### config.mk
export PLATFORM = sky130hd
export DESIGN_NAME = dma_error_interrupt_flags
export DESIGN_NICKNAME = d
export VERILOG_FILES = /design/src/hdl/dma_flags_pkg.sv /design/src/hdl/dma_req_route.sv /design/src/hdl/dma_ch_events.sv /design/src/hdl/dma_error_interrupt_flags.sv
export SDC_FILE = /design/constraint.sdc
export NUM_CORES = 1
export LEC_CHECK = 0
export BUFFER_PORTS_ARGS = -buffer_cell sky130_fd_sc_hd__buf_2
export CORE_AREA = 2 2 223 137
export DETAILED_ROUTE_END_ITERATION = 16
export DIE_AREA = 0 0 225 139
export GPL_TIMING_DRIVEN = 0
export PLACE_DENSITY = 0.68
export SYNTH_ARGS = -nofsm -noshare
export SYNTH_HDL_FRONTEND = slang
export SYNTH_SLANG_ARGS = --single-unit
### constraint.sdc
create_clock -name sys_clk -period 7.4 [get_ports sys_clk]
set_input_delay 1.85 -clock sys_clk [delete_from_list [all_inputs] [get_ports sys_clk]]
set_output_delay 1.85 -clock sys_clk [all_outputs]
set_load 0.02 [all_outputs]
### src/hdl/dma_flags_pkg.sv
// Shared constants and types for the channel flag and request routing block.
package dma_flags_pkg;

    // Channel and request dimensions.
    localparam int unsigned NUM_CH     = 3;
    localparam int unsigned FLAGS_PER  = 4;
    localparam int unsigned NUM_REQ    = 26;
    localparam int unsigned SEL_W      = 5;
    localparam int unsigned CNT_W      = 16;
    localparam int unsigned ADDR_W     = 8;
    localparam int unsigned DATA_W     = 32;
    localparam int unsigned STAT_W     = NUM_CH * FLAGS_PER;

    // Register offsets (byte addresses).
    localparam logic [7:0] OFS_STATUS   = 8'h00;
    localparam logic [7:0] OFS_CLEAR    = 8'h04;
    localparam logic [7:0] OFS_CFG_BASE = 8'h08;
    localparam logic [7:0] OFS_CNT_BASE = 8'h20;
    localparam logic [7:0] OFS_SEL_BASE = 8'h40;
    localparam logic [7:0] OFS_MASK     = 8'h60;
    localparam logic [7:0] OFS_IRQ_STAT = 8'h64;
    localparam logic [7:0] CH_STRIDE    = 8'h04;

    // Flag positions inside one channel's four-bit group.
    localparam int unsigned F_GLOBAL = 0;
    localparam int unsigned F_DONE   = 1;
    localparam int unsigned F_HALF   = 2;
    localparam int unsigned F_ERROR  = 3;

    // Channel configuration bit positions.
    localparam int unsigned C_EN    = 0;
    localparam int unsigned C_DONE  = 1;
    localparam int unsigned C_HALF  = 2;
    localparam int unsigned C_ERROR = 3;
    localparam int unsigned CFG_W   = 4;

    // Reset values.
    localparam logic [STAT_W-1:0] STAT_RST = 12'h000;
    localparam logic [CFG_W-1:0]  CFG_RST  = 4'h0;
    localparam logic [CNT_W-1:0]  CNT_RST  = 16'h0000;
    localparam logic [SEL_W-1:0]  SEL_RST  = 5'h00;
    localparam logic [DATA_W-1:0] ZERO_W   = 32'h0000_0000;
    localparam logic [CNT_W-1:0]  CNT_ONE  = 16'h0001;

    // Events reported by one channel engine in one cycle.
    typedef struct packed {
        logic error;
        logic half;
        logic done;
    } ch_event_t;

    // Register bus request.
    typedef struct packed {
        logic              wr;
        logic              rd;
        logic [ADDR_W-1:0] addr;
        logic [DATA_W-1:0] wdata;
    } reg_req_t;

endpackage : dma_flags_pkg

### src/hdl/dma_req_route.sv
// Routes any peripheral request line to a channel by a select index.
`timescale 1ns/100ps
module dma_req_route #(
    parameter int unsigned N_REQ = 26,
    parameter int unsigned SW    = 5
) (
    input  wire logic [N_REQ-1:0] req_in,
    input  wire logic [SW-1:0]    sel,
    output logic                  req_out
);
    // Index past the last request reads as no request.
    always_comb begin
        req_out = 1'b0;
        if (32'(sel) < N_REQ) begin
            req_out = req_in[sel];
        end
    end
endmodule : dma_req_route

### src/hdl/dma_ch_events.sv
// One channel's count tracking and event detection.
`timescale 1ns/100ps
module dma_ch_events
    import dma_flags_pkg::*;
#(
    parameter int unsigned CW = 16
) (
    input  wire logic          sys_clk,
    input  wire logic          rst,
    input  wire logic          load,
    input  wire logic [CW-1:0] load_val,
    input  wire logic          beat_done,
    input  wire logic          beat_err,
    output logic [CW-1:0]      remain,
    output dma_flags_pkg::ch_event_t ev
);
    logic [CW-1:0] remain_q, remain_d;
    logic [CW-1:0] prog_q, prog_d;
    logic [CW-1:0] next_cnt;

    // Count down per beat, flag half and done crossings.
    always_comb begin
        remain_d = remain_q;
        prog_d   = prog_q;
        next_cnt = remain_q - CNT_ONE;
        ev       = '0;
        // A fault is never lost to a count write landing in the same cycle.
        ev.error = beat_err;
        if (load) begin
            remain_d = load_val;
            prog_d   = load_val;
        end else if (!beat_err && beat_done && remain_q != CNT_RST) begin
            remain_d = next_cnt;
            // Half point skipped when only one beat was programmed.
            ev.half  = (prog_q != CNT_ONE) && (next_cnt == (prog_q >> 1));
            ev.done  = (next_cnt == CNT_RST);
        end
    end

    // Registers.
    always_ff @(posedge sys_clk or posedge rst) begin
        if (rst) begin
            remain_q <= CNT_RST;
            prog_q   <= CNT_RST;
        end else begin
            remain_q <= remain_d;
            prog_q   <= prog_d;
        end
    end

    assign remain = remain_q;
endmodule : dma_ch_events

### src/hdl/dma_error_interrupt_flags.sv
// Flag status, clear, interrupt and request routing for three DMA channels.
//
// Operation
// - Access to reserved address space counts as a transfer error.
// - A transfer error clears the channel enable.
// - A transfer error sets the error flag; interrupt only if enabled.
// - Half, done and error each have a flag and own interrupt enable.
// - With count one, half never sets; done sets at completion.
// - Every peripheral request is selectable on each channel.
// - Flags set only by hardware; write one to clear register clears.
// - Global flag sets on any error, half or done event.
// - Done flag sets on completion and stays until cleared.
// - Channel 1 flags in bits 0..3: global, done, half, error.
// - Channel 2 flags in bits 4..7, same order.
// - Channel 3 flags in bits 8..11; upper bits reserved.
// - Global clear bit clears all four channel flags; zero writes ignored.
// - Clear register at offset 0x04, bits match status flags.
`timescale 1ns/100ps
module dma_error_interrupt_flags
    import dma_flags_pkg::*;
#(
    parameter int unsigned N_CH  = 3,
    parameter int unsigned N_REQ = 26
) (
    input  wire logic                               sys_clk,
    input  wire logic                               rst,
    input  wire logic [dma_flags_pkg::ADDR_W-1:0]   reg_addr,
    input  wire logic [dma_flags_pkg::DATA_W-1:0]   reg_wdata,
    input  wire logic                               reg_wr,
    input  wire logic                               reg_rd,
    output logic [dma_flags_pkg::DATA_W-1:0]        reg_rdata,
    input  wire logic [N_REQ-1:0]                   periph_req,
    input  wire logic [N_CH-1:0]                    beat_done,
    input  wire logic [N_CH-1:0]                    beat_reserved_addr,
    output logic [N_CH-1:0]                         ch_req,
    output logic [N_CH-1:0]                         ch_enable,
    output logic                                    irq
);
    import dma_flags_pkg::*;

    localparam int unsigned SW = N_CH * FLAGS_PER;

    // Synchronised peripheral requests.
    logic [N_REQ-1:0] req_s1_q, req_s2_q;

    // Register file and flags.
    logic [SW-1:0]     flags_q, flags_d;
    logic [SW-1:0]     mask_q, mask_d;
    logic [CFG_W-1:0]  cfg_q [N_CH];
    logic [CFG_W-1:0]  cfg_d [N_CH];
    logic [SEL_W-1:0]  sel_q [N_CH];
    logic [SEL_W-1:0]  sel_d [N_CH];
    logic [DATA_W-1:0] rdata_q, rdata_d;
    logic [N_CH-1:0]   ch_req_q, ch_req_d;
    logic [N_CH-1:0]   en_q;
    logic              irq_q, irq_d;

    // Per-channel engine wiring.
    ch_event_t        ev [N_CH];
    logic [CNT_W-1:0] remain [N_CH];
    logic [N_CH-1:0]  load;
    logic [N_CH-1:0]  routed;
    logic [SW-1:0]    raw_irq;
    // Flag clear and set vectors of this cycle; the set vector is also watched by the assertions.
    logic [SW-1:0]    clr;
    logic [SW-1:0]    set;

    // Decode: true when address hits channel register n of a bank.
    function automatic logic hit(input logic [ADDR_W-1:0] a, input logic [7:0] base,
                                 input int unsigned n);
        return a == (base + 8'(n * CH_STRIDE));
    endfunction : hit

    // Two-flop synchroniser on the asynchronous request pins.
    always_ff @(posedge sys_clk or posedge rst) begin
        if (rst) begin
            req_s1_q <= '0;
            req_s2_q <= '0;
        end else begin
            req_s1_q <= periph_req;
            req_s2_q <= req_s1_q;
        end
    end

    // Per-channel count engine and request router.
    for (genvar c = 0; c < N_CH; c++) begin : g_ch
        assign load[c] = reg_wr && hit(reg_addr, OFS_CNT_BASE, c);

        dma_ch_events #(
            .CW (CNT_W)
        ) u_ev (
            .sys_clk   (sys_clk),
            .rst       (rst),
            .load      (load[c]),
            .load_val  (reg_wdata[CNT_W-1:0]),
            .beat_done (beat_done[c] && en_q[c]),
            .beat_err  (beat_reserved_addr[c] && en_q[c]),
            .remain    (remain[c]),
            .ev        (ev[c])
        );

        dma_req_route #(
            .N_REQ (N_REQ),
            .SW    (SEL_W)
        ) u_route (
            .req_in  (req_s2_q),
            .sel     (sel_q[c]),
            .req_out (routed[c])
        );

        assign en_q[c] = cfg_q[c][C_EN];
    end

    // Register writes, flag set and clear, channel enable.
    always_comb begin
        clr     = '0;
        set     = '0;
        mask_d  = mask_q;
        // Only the clear register clears flags; status writes fall through.
        if (reg_wr && reg_addr == OFS_CLEAR) begin
            clr = reg_wdata[SW-1:0];
        end
        if (reg_wr && reg_addr == OFS_MASK) begin
            mask_d = reg_wdata[SW-1:0];
        end
        for (int c = 0; c < N_CH; c++) begin
            cfg_d[c]      = cfg_q[c];
            sel_d[c]      = sel_q[c];
            if (reg_wr && hit(reg_addr, OFS_CFG_BASE, c)) begin
                cfg_d[c] = reg_wdata[CFG_W-1:0];
            end
            if (reg_wr && hit(reg_addr, OFS_SEL_BASE, c)) begin
                sel_d[c] = reg_wdata[SEL_W-1:0];
            end
            // Global clear takes the whole channel group.
            if (clr[c*FLAGS_PER+F_GLOBAL]) begin
                clr[c*FLAGS_PER +: FLAGS_PER] = '1;
            end
            set[c*FLAGS_PER+F_ERROR] = ev[c].error;
            set[c*FLAGS_PER+F_HALF]  = ev[c].half;
            set[c*FLAGS_PER+F_DONE]  = ev[c].done;
            set[c*FLAGS_PER+F_GLOBAL] = ev[c].error | ev[c].half | ev[c].done;
            // Error stops the channel, winning over a same-cycle enable write.
            if (ev[c].error) begin
                cfg_d[c][C_EN] = 1'b0;
            end
        end
        // Hardware set wins over a simultaneous clear.
        flags_d = (flags_q & ~clr) | set;
    end

    // Read data, routed requests and interrupt.
    always_comb begin
        raw_irq = '0;
        for (int c = 0; c < N_CH; c++) begin
            // Each event flag is gated by its own enable; the global flag raises none.
            raw_irq[c*FLAGS_PER+F_ERROR] = cfg_q[c][C_ERROR];
            raw_irq[c*FLAGS_PER+F_HALF]  = cfg_q[c][C_HALF];
            raw_irq[c*FLAGS_PER+F_DONE]  = cfg_q[c][C_DONE];
        end
        rdata_d = ZERO_W;
        if (reg_rd) begin
            if (reg_addr == OFS_STATUS) begin
                rdata_d[SW-1:0] = flags_q;
            end else if (reg_addr == OFS_MASK) begin
                rdata_d[SW-1:0] = mask_q;
            end else if (reg_addr == OFS_IRQ_STAT) begin
                rdata_d[SW-1:0] = flags_q & raw_irq;
            end
            for (int c = 0; c < N_CH; c++) begin
                if (hit(reg_addr, OFS_CFG_BASE, c)) begin
                    rdata_d[CFG_W-1:0] = cfg_q[c];
                end
                if (hit(reg_addr, OFS_CNT_BASE, c)) begin
                    rdata_d[CNT_W-1:0] = remain[c];
                end
                if (hit(reg_addr, OFS_SEL_BASE, c)) begin
                    rdata_d[SEL_W-1:0] = sel_q[c];
                end
            end
        end
        ch_req_d = routed & en_q;
        irq_d    = |(flags_q & raw_irq & ~mask_q);
    end

    // Registers.
    always_ff @(posedge sys_clk or posedge rst) begin
        if (rst) begin
            flags_q  <= STAT_RST;
            mask_q   <= '0;
            rdata_q  <= ZERO_W;
            ch_req_q <= '0;
            irq_q    <= 1'b0;
            for (int c = 0; c < N_CH; c++) begin
                cfg_q[c]      <= CFG_RST;
                sel_q[c]      <= SEL_RST;
            end
        end else begin
            flags_q  <= flags_d;
            mask_q   <= mask_d;
            rdata_q  <= rdata_d;
            ch_req_q <= ch_req_d;
            irq_q    <= irq_d;
            for (int c = 0; c < N_CH; c++) begin
                cfg_q[c]      <= cfg_d[c];
                sel_q[c]      <= sel_d[c];
            end
        end
    end

    assign reg_rdata = rdata_q;
    assign ch_req    = ch_req_q;
    assign ch_enable = en_q;
    assign irq       = irq_q;

    // Error on an enabled channel sets its error and global flags next cycle.
    a_err_sets_flag: assert property (@(posedge sys_clk) disable iff (rst)
        ev[0].error |=> flags_q[F_ERROR] && flags_q[F_GLOBAL])
        else $error("error flag not set");

    // Error stops the channel next cycle.
    a_err_disables: assert property (@(posedge sys_clk) disable iff (rst)
        ev[1].error |=> !ch_enable[1])
        else $error("channel not disabled");

    // Global clear without event empties the group.
    a_global_clear: assert property (@(posedge sys_clk) disable iff (rst)
        reg_wr && reg_addr == OFS_CLEAR && reg_wdata[F_GLOBAL] && !ev[0].error
        && !ev[0].half && !ev[0].done |=> flags_q[FLAGS_PER-1:0] == '0)
        else $error("global clear failed");

    // Set wins over clear.
    a_set_wins: assert property (@(posedge sys_clk) disable iff (rst)
        ev[2].done |=> flags_q[2*FLAGS_PER+F_DONE])
        else $error("done flag lost");

    // Status writes never change flags.
    a_status_ro: assert property (@(posedge sys_clk) disable iff (rst)
        reg_wr && reg_addr == OFS_STATUS && set == '0 |=> $stable(flags_q))
        else $error("status write changed flags");

    // Global flag is set whenever another channel flag is.
    a_global_any: assert property (@(posedge sys_clk) disable iff (rst)
        flags_q[F_DONE] || flags_q[F_HALF] || flags_q[F_ERROR] |-> flags_q[F_GLOBAL])
        else $error("global flag missing");

    // Done flag holds until cleared.
    a_done_sticky: assert property (@(posedge sys_clk) disable iff (rst)
        flags_q[F_DONE] && !(reg_wr && reg_addr == OFS_CLEAR) |=> flags_q[F_DONE])
        else $error("done flag dropped");

    // Status read returns flags one cycle later.
    a_status_read: assert property (@(posedge sys_clk) disable iff (rst)
        reg_rd && reg_addr == OFS_STATUS |=> reg_rdata == {20'h0_0000, $past(flags_q)})
        else $error("status read mismatch");

    // Interrupt follows an unmasked, enabled done flag by one cycle.
    a_irq_gate: assert property (@(posedge sys_clk) disable iff (rst)
        flags_q[F_DONE] && cfg_q[0][C_DONE] && !mask_q[F_DONE] |=> irq)
        else $error("interrupt gating wrong");

    // Half event sets the half and global flags next cycle.
    a_half_sets_flag: assert property (@(posedge sys_clk) disable iff (rst)
        ev[0].half |=> flags_q[F_HALF] && flags_q[F_GLOBAL])
        else $error("half flag not set");

    // Done event on channel 2 sets its done and global flags.
    a_done_sets_flag: assert property (@(posedge sys_clk) disable iff (rst)
        ev[1].done |=> flags_q[FLAGS_PER+F_DONE] && flags_q[FLAGS_PER+F_GLOBAL])
        else $error("done flag not set");

    // Writing one to a done clear bit drops that flag when no event competes.
    a_clear_done: assert property (@(posedge sys_clk) disable iff (rst)
        reg_wr && reg_addr == OFS_CLEAR && reg_wdata[F_DONE] && !ev[0].done
        |=> !flags_q[F_DONE])
        else $error("done flag not cleared");

    // A clear write of all zeros lets no flag fall.
    a_zero_clear_nop: assert property (@(posedge sys_clk) disable iff (rst)
        reg_wr && reg_addr == OFS_CLEAR && reg_wdata == ZERO_W
        |=> ($past(flags_q) & ~flags_q) == '0)
        else $error("zero clear changed flags");

    // Unmasked enabled error flag on channel 3 raises the interrupt.
    a_irq_err_on: assert property (@(posedge sys_clk) disable iff (rst)
        flags_q[2*FLAGS_PER+F_ERROR] && cfg_q[2][C_ERROR] && !mask_q[2*FLAGS_PER+F_ERROR]
        |=> irq)
        else $error("error interrupt missing");

    // With no unmasked flag the interrupt falls.
    a_irq_quiet: assert property (@(posedge sys_clk) disable iff (rst)
        (flags_q & ~mask_q) == '0 |=> !irq)
        else $error("interrupt without flag");

    // A disabled channel forwards no request.
    a_req_gated: assert property (@(posedge sys_clk) disable iff (rst)
        !ch_enable[0] |=> !ch_req[0])
        else $error("request passed while disabled");

    // Reserved-space fault on an enabled channel is an error event.
    a_reserved_err: assert property (@(posedge sys_clk) disable iff (rst)
        beat_reserved_addr[0] && ch_enable[0] |-> ev[0].error)
        else $error("fault not reported");

    // Error on channel 3 stops it next cycle.
    a_err_ch2_off: assert property (@(posedge sys_clk) disable iff (rst)
        ev[2].error |=> !ch_enable[2])
        else $error("channel 3 not disabled");
endmodule : dma_error_interrupt_flags

==> flow_summary.toml <==
[timing]
slew_violations = 0
layout_setup_ws_ps = 2580
hold_viol_final = 0
setup_viol = 0
timing.final.crit_share = 0.651
tns_ps = 0
slew_headroom = 0.0714
tightest_slew_ps = 1380
min_period_ps = 4820
clock_skew_ps = 26.3
fmax_ghz = 0.208
rsz0062_at_grt = "no"

[routing]
drcViolationCount = 0
drtIter0Drc = 1243
vias = 9904
drt-total-wl_um = 37300
wl_per_cell_um = 21.9
ant_nets = 0
routed_via_density = 5.82
first_pass_iters = 7

[floorplanning]
die_w_um = 225
io_pins = 115
rows = 49
core-area_mm2 = 0.0294
dieArea_mm2 = 0.0313
chipHeight_um = 139
start_util = 0.394

[place]
dpl.hpwl_um = 28300
placedCellCount = 1662
place_congestion = 0.980
dp_slack_ps = 2290
port-buffer-count = 78

[setup_path]
crit_fanout = 10
cp.required_ps = 7840
crit_family = "simple AND/OR/NAND/NOR gates"
worst-path-buf-inv = 2
worst-setup-path-type = "primary input to flip-flop"
worstSetupStartpointType = "primary input"
crit_chain = "clkbuf_1 -> nor4b_1 -> nand2_1 -> nor2_1 -> clkbuf_1 -> nand2_1 -> o21ai_0"
worst_path_max_delay_cell = "nor4b_1"
critPathMaxStageDelay_ps = 1120
arrival_ps = 5260
crit_path_end_kind = "flip-flop"

[clocking]
cts_resized = 0
clockBufferDepth = 3
cts_setup_buffers = 0
htreeDepth = 1
hold_buffers = 0
cts_num_sinks = 219
clk_pin_slew_ps = 60
root_buffer = "clkbuf_16"
cts_tree = "yes"
clk_latency_ps = 540
cts_buffers = 22

[grt]
grt_pass1_wl_um = 57600
grt_util_all_layers = 0.241
grt_pass1_vias = 9538
antenna_found_initial = 2
grt_max_degree = 47
grt_overflow = 0

[cells_and_area]
drive_gt1_frac = 0.159
fin_cells = 1702
nets = 1387
diodes = 0
n_fill_cell = 2809
syn2layout_area_growth_pct = 15.3
mostFrequentLayoutCells = "dfrtp_1, nand2_1, o21ai_0"
final_common_cell = "dfrtp_1"

[synthesis]
ys_ff_latch = 219
syn_avg_cell_area_um2 = 9.80
synth-async-reset-ratio = 1.00
syn-cell-area_mm2 = 0.0116
muxShareOfSynthArea = 0.0941
synth_xor_area_frac = 0.0802
synth.distinct_cells = 59
synth-simple-area-share = 0.193
synth_compound_area_frac = 0.108
synth_edf_count = 0
synth_top_family_by_area = "simple AND/OR/NAND/NOR gates"
synth-adder-area-share = 0.00648
synth_ff_type = "dfrtp_1"
ys_warn_count = 0
yosysSeqAreaShare = 0.473
syn_inst = 1182

[power]
ir_worst_vdd_uv = 157
power.density_mw_per_mm2 = 316
p_leak_nw = 6.04

[status]
status = "completed"

[min_path]
hp-class = "flip-flop to flip-flop"

[job]
max-cap-violations = 0
-- area by class of cell --
class                           instances  area (um2)  area share
Multi-Input combinational cell        868        5640       0.422
Sequential cell                       219        5480       0.410
Inverter                               16        63.8     0.00478
Tap cell                              382         478      0.0358
Clock buffer                           29         597      0.0447
Timing Repair Buffer                   84         495      0.0371
Buffer                                 94         455      0.0341
Clock inverter                         10         140      0.0105
-- Yosys cell counts (all sizes together) (21+ instances only) --
master / instances / area [um2]
xor2: 47 / 412
nand2: 214 / 803
nor3: 52 / 260
xnor2: 59 / 517
mux2: 37 / 417
clkbuf: 68 / 256
a21oi: 25 / 125
mux4: 21 / 473
buf: 26 / 199
o21ai: 86 / 430
dfrtp: 219 / 5480
nor2: 56 / 210
-- cells by family (layout without fill, tap and decap cells) --
kind of cell / Yosys count / after routing
AND/OR/NAND/NOR: 464 / 464
flip-flops: 219 / 219
AO/OA/AOI/OAI: 198 / 198
buffers and inverters: 110 / 233
XOR/XNOR: 106 / 106
multiplexers: 78 / 78
adder cells (fa/ha/maj): 6 / 6
other: 1 / 16
-- worst paths after layout --
path	start	depth (start not counted)	slack, ps	to
worst max-delay path	reg_addr[4]	7	2580	g_ch[1].u_ev.remain[0]
worst min-delay path	req_s1_q[6]	0	350	req_s2_q[6]
worst max register to register	g_ch[2].u_ev.remain[0]	10	3680	flags_q[8]
worst min register to register	req_s1_q[6]	0	350	req_s2_q[6]
max in group asynchronous	rst	6	4450	req_s2_q[11]
min in group asynchronous	rst	2	1490	g_ch[1].u_ev.prog_q[4]
-- stage by stage --
stage           util  area (um2)  total power, W  hold WS [ps]
4_1_cts        0.454       13300         0.00418           349
6_report       0.455       13400         0.00422           346
3_5_place_dp   0.429       12600         0.00301           336
3_3_place_gp   0.426       12500         0.00297           336
5_1_grt        0.455       13400         0.00444           354
2_1_floorplan      -       11600         0.00257           331
-- state kept, by name, summed over array words and instances (netlist names) --
signal and flops:
g_ch.u_ev.prog_q 48, req_s2_q 26, mask_q 12, req_s1_q 26, g_ch.u_ev.remain 48, cfg_q 9
flags_q 12, ch_req 3, irq 1, ch_enable 3, sel_q 15, reg_rdata 16
-- metal layers --
metal | up-vias | wire length, um | GRT usage
met1 | 4892 | 17800 | 0.380
met4 | 0 | 894 | 0.0565
met2 | 505 | 14400 | 0.314
met5 | - | 0 | 0
met3 | 74 | 4210 | 0.0758
li1 | 4433 | - | -
-- power by group --
group | total, W | leakage, nW | switching, W | internal (W)
clock | 0.00117 | 0.364 | 0.000492 | 0.000675
combinational | 0.00158 | 2.80 | 0.000968 | 0.000614
sequential | 0.00147 | 2.88 | 0.000142 | 0.00133
total | 0.00422 | 6.04 | 0.00160 | 0.00261
(Power assumes the default switching activity.)
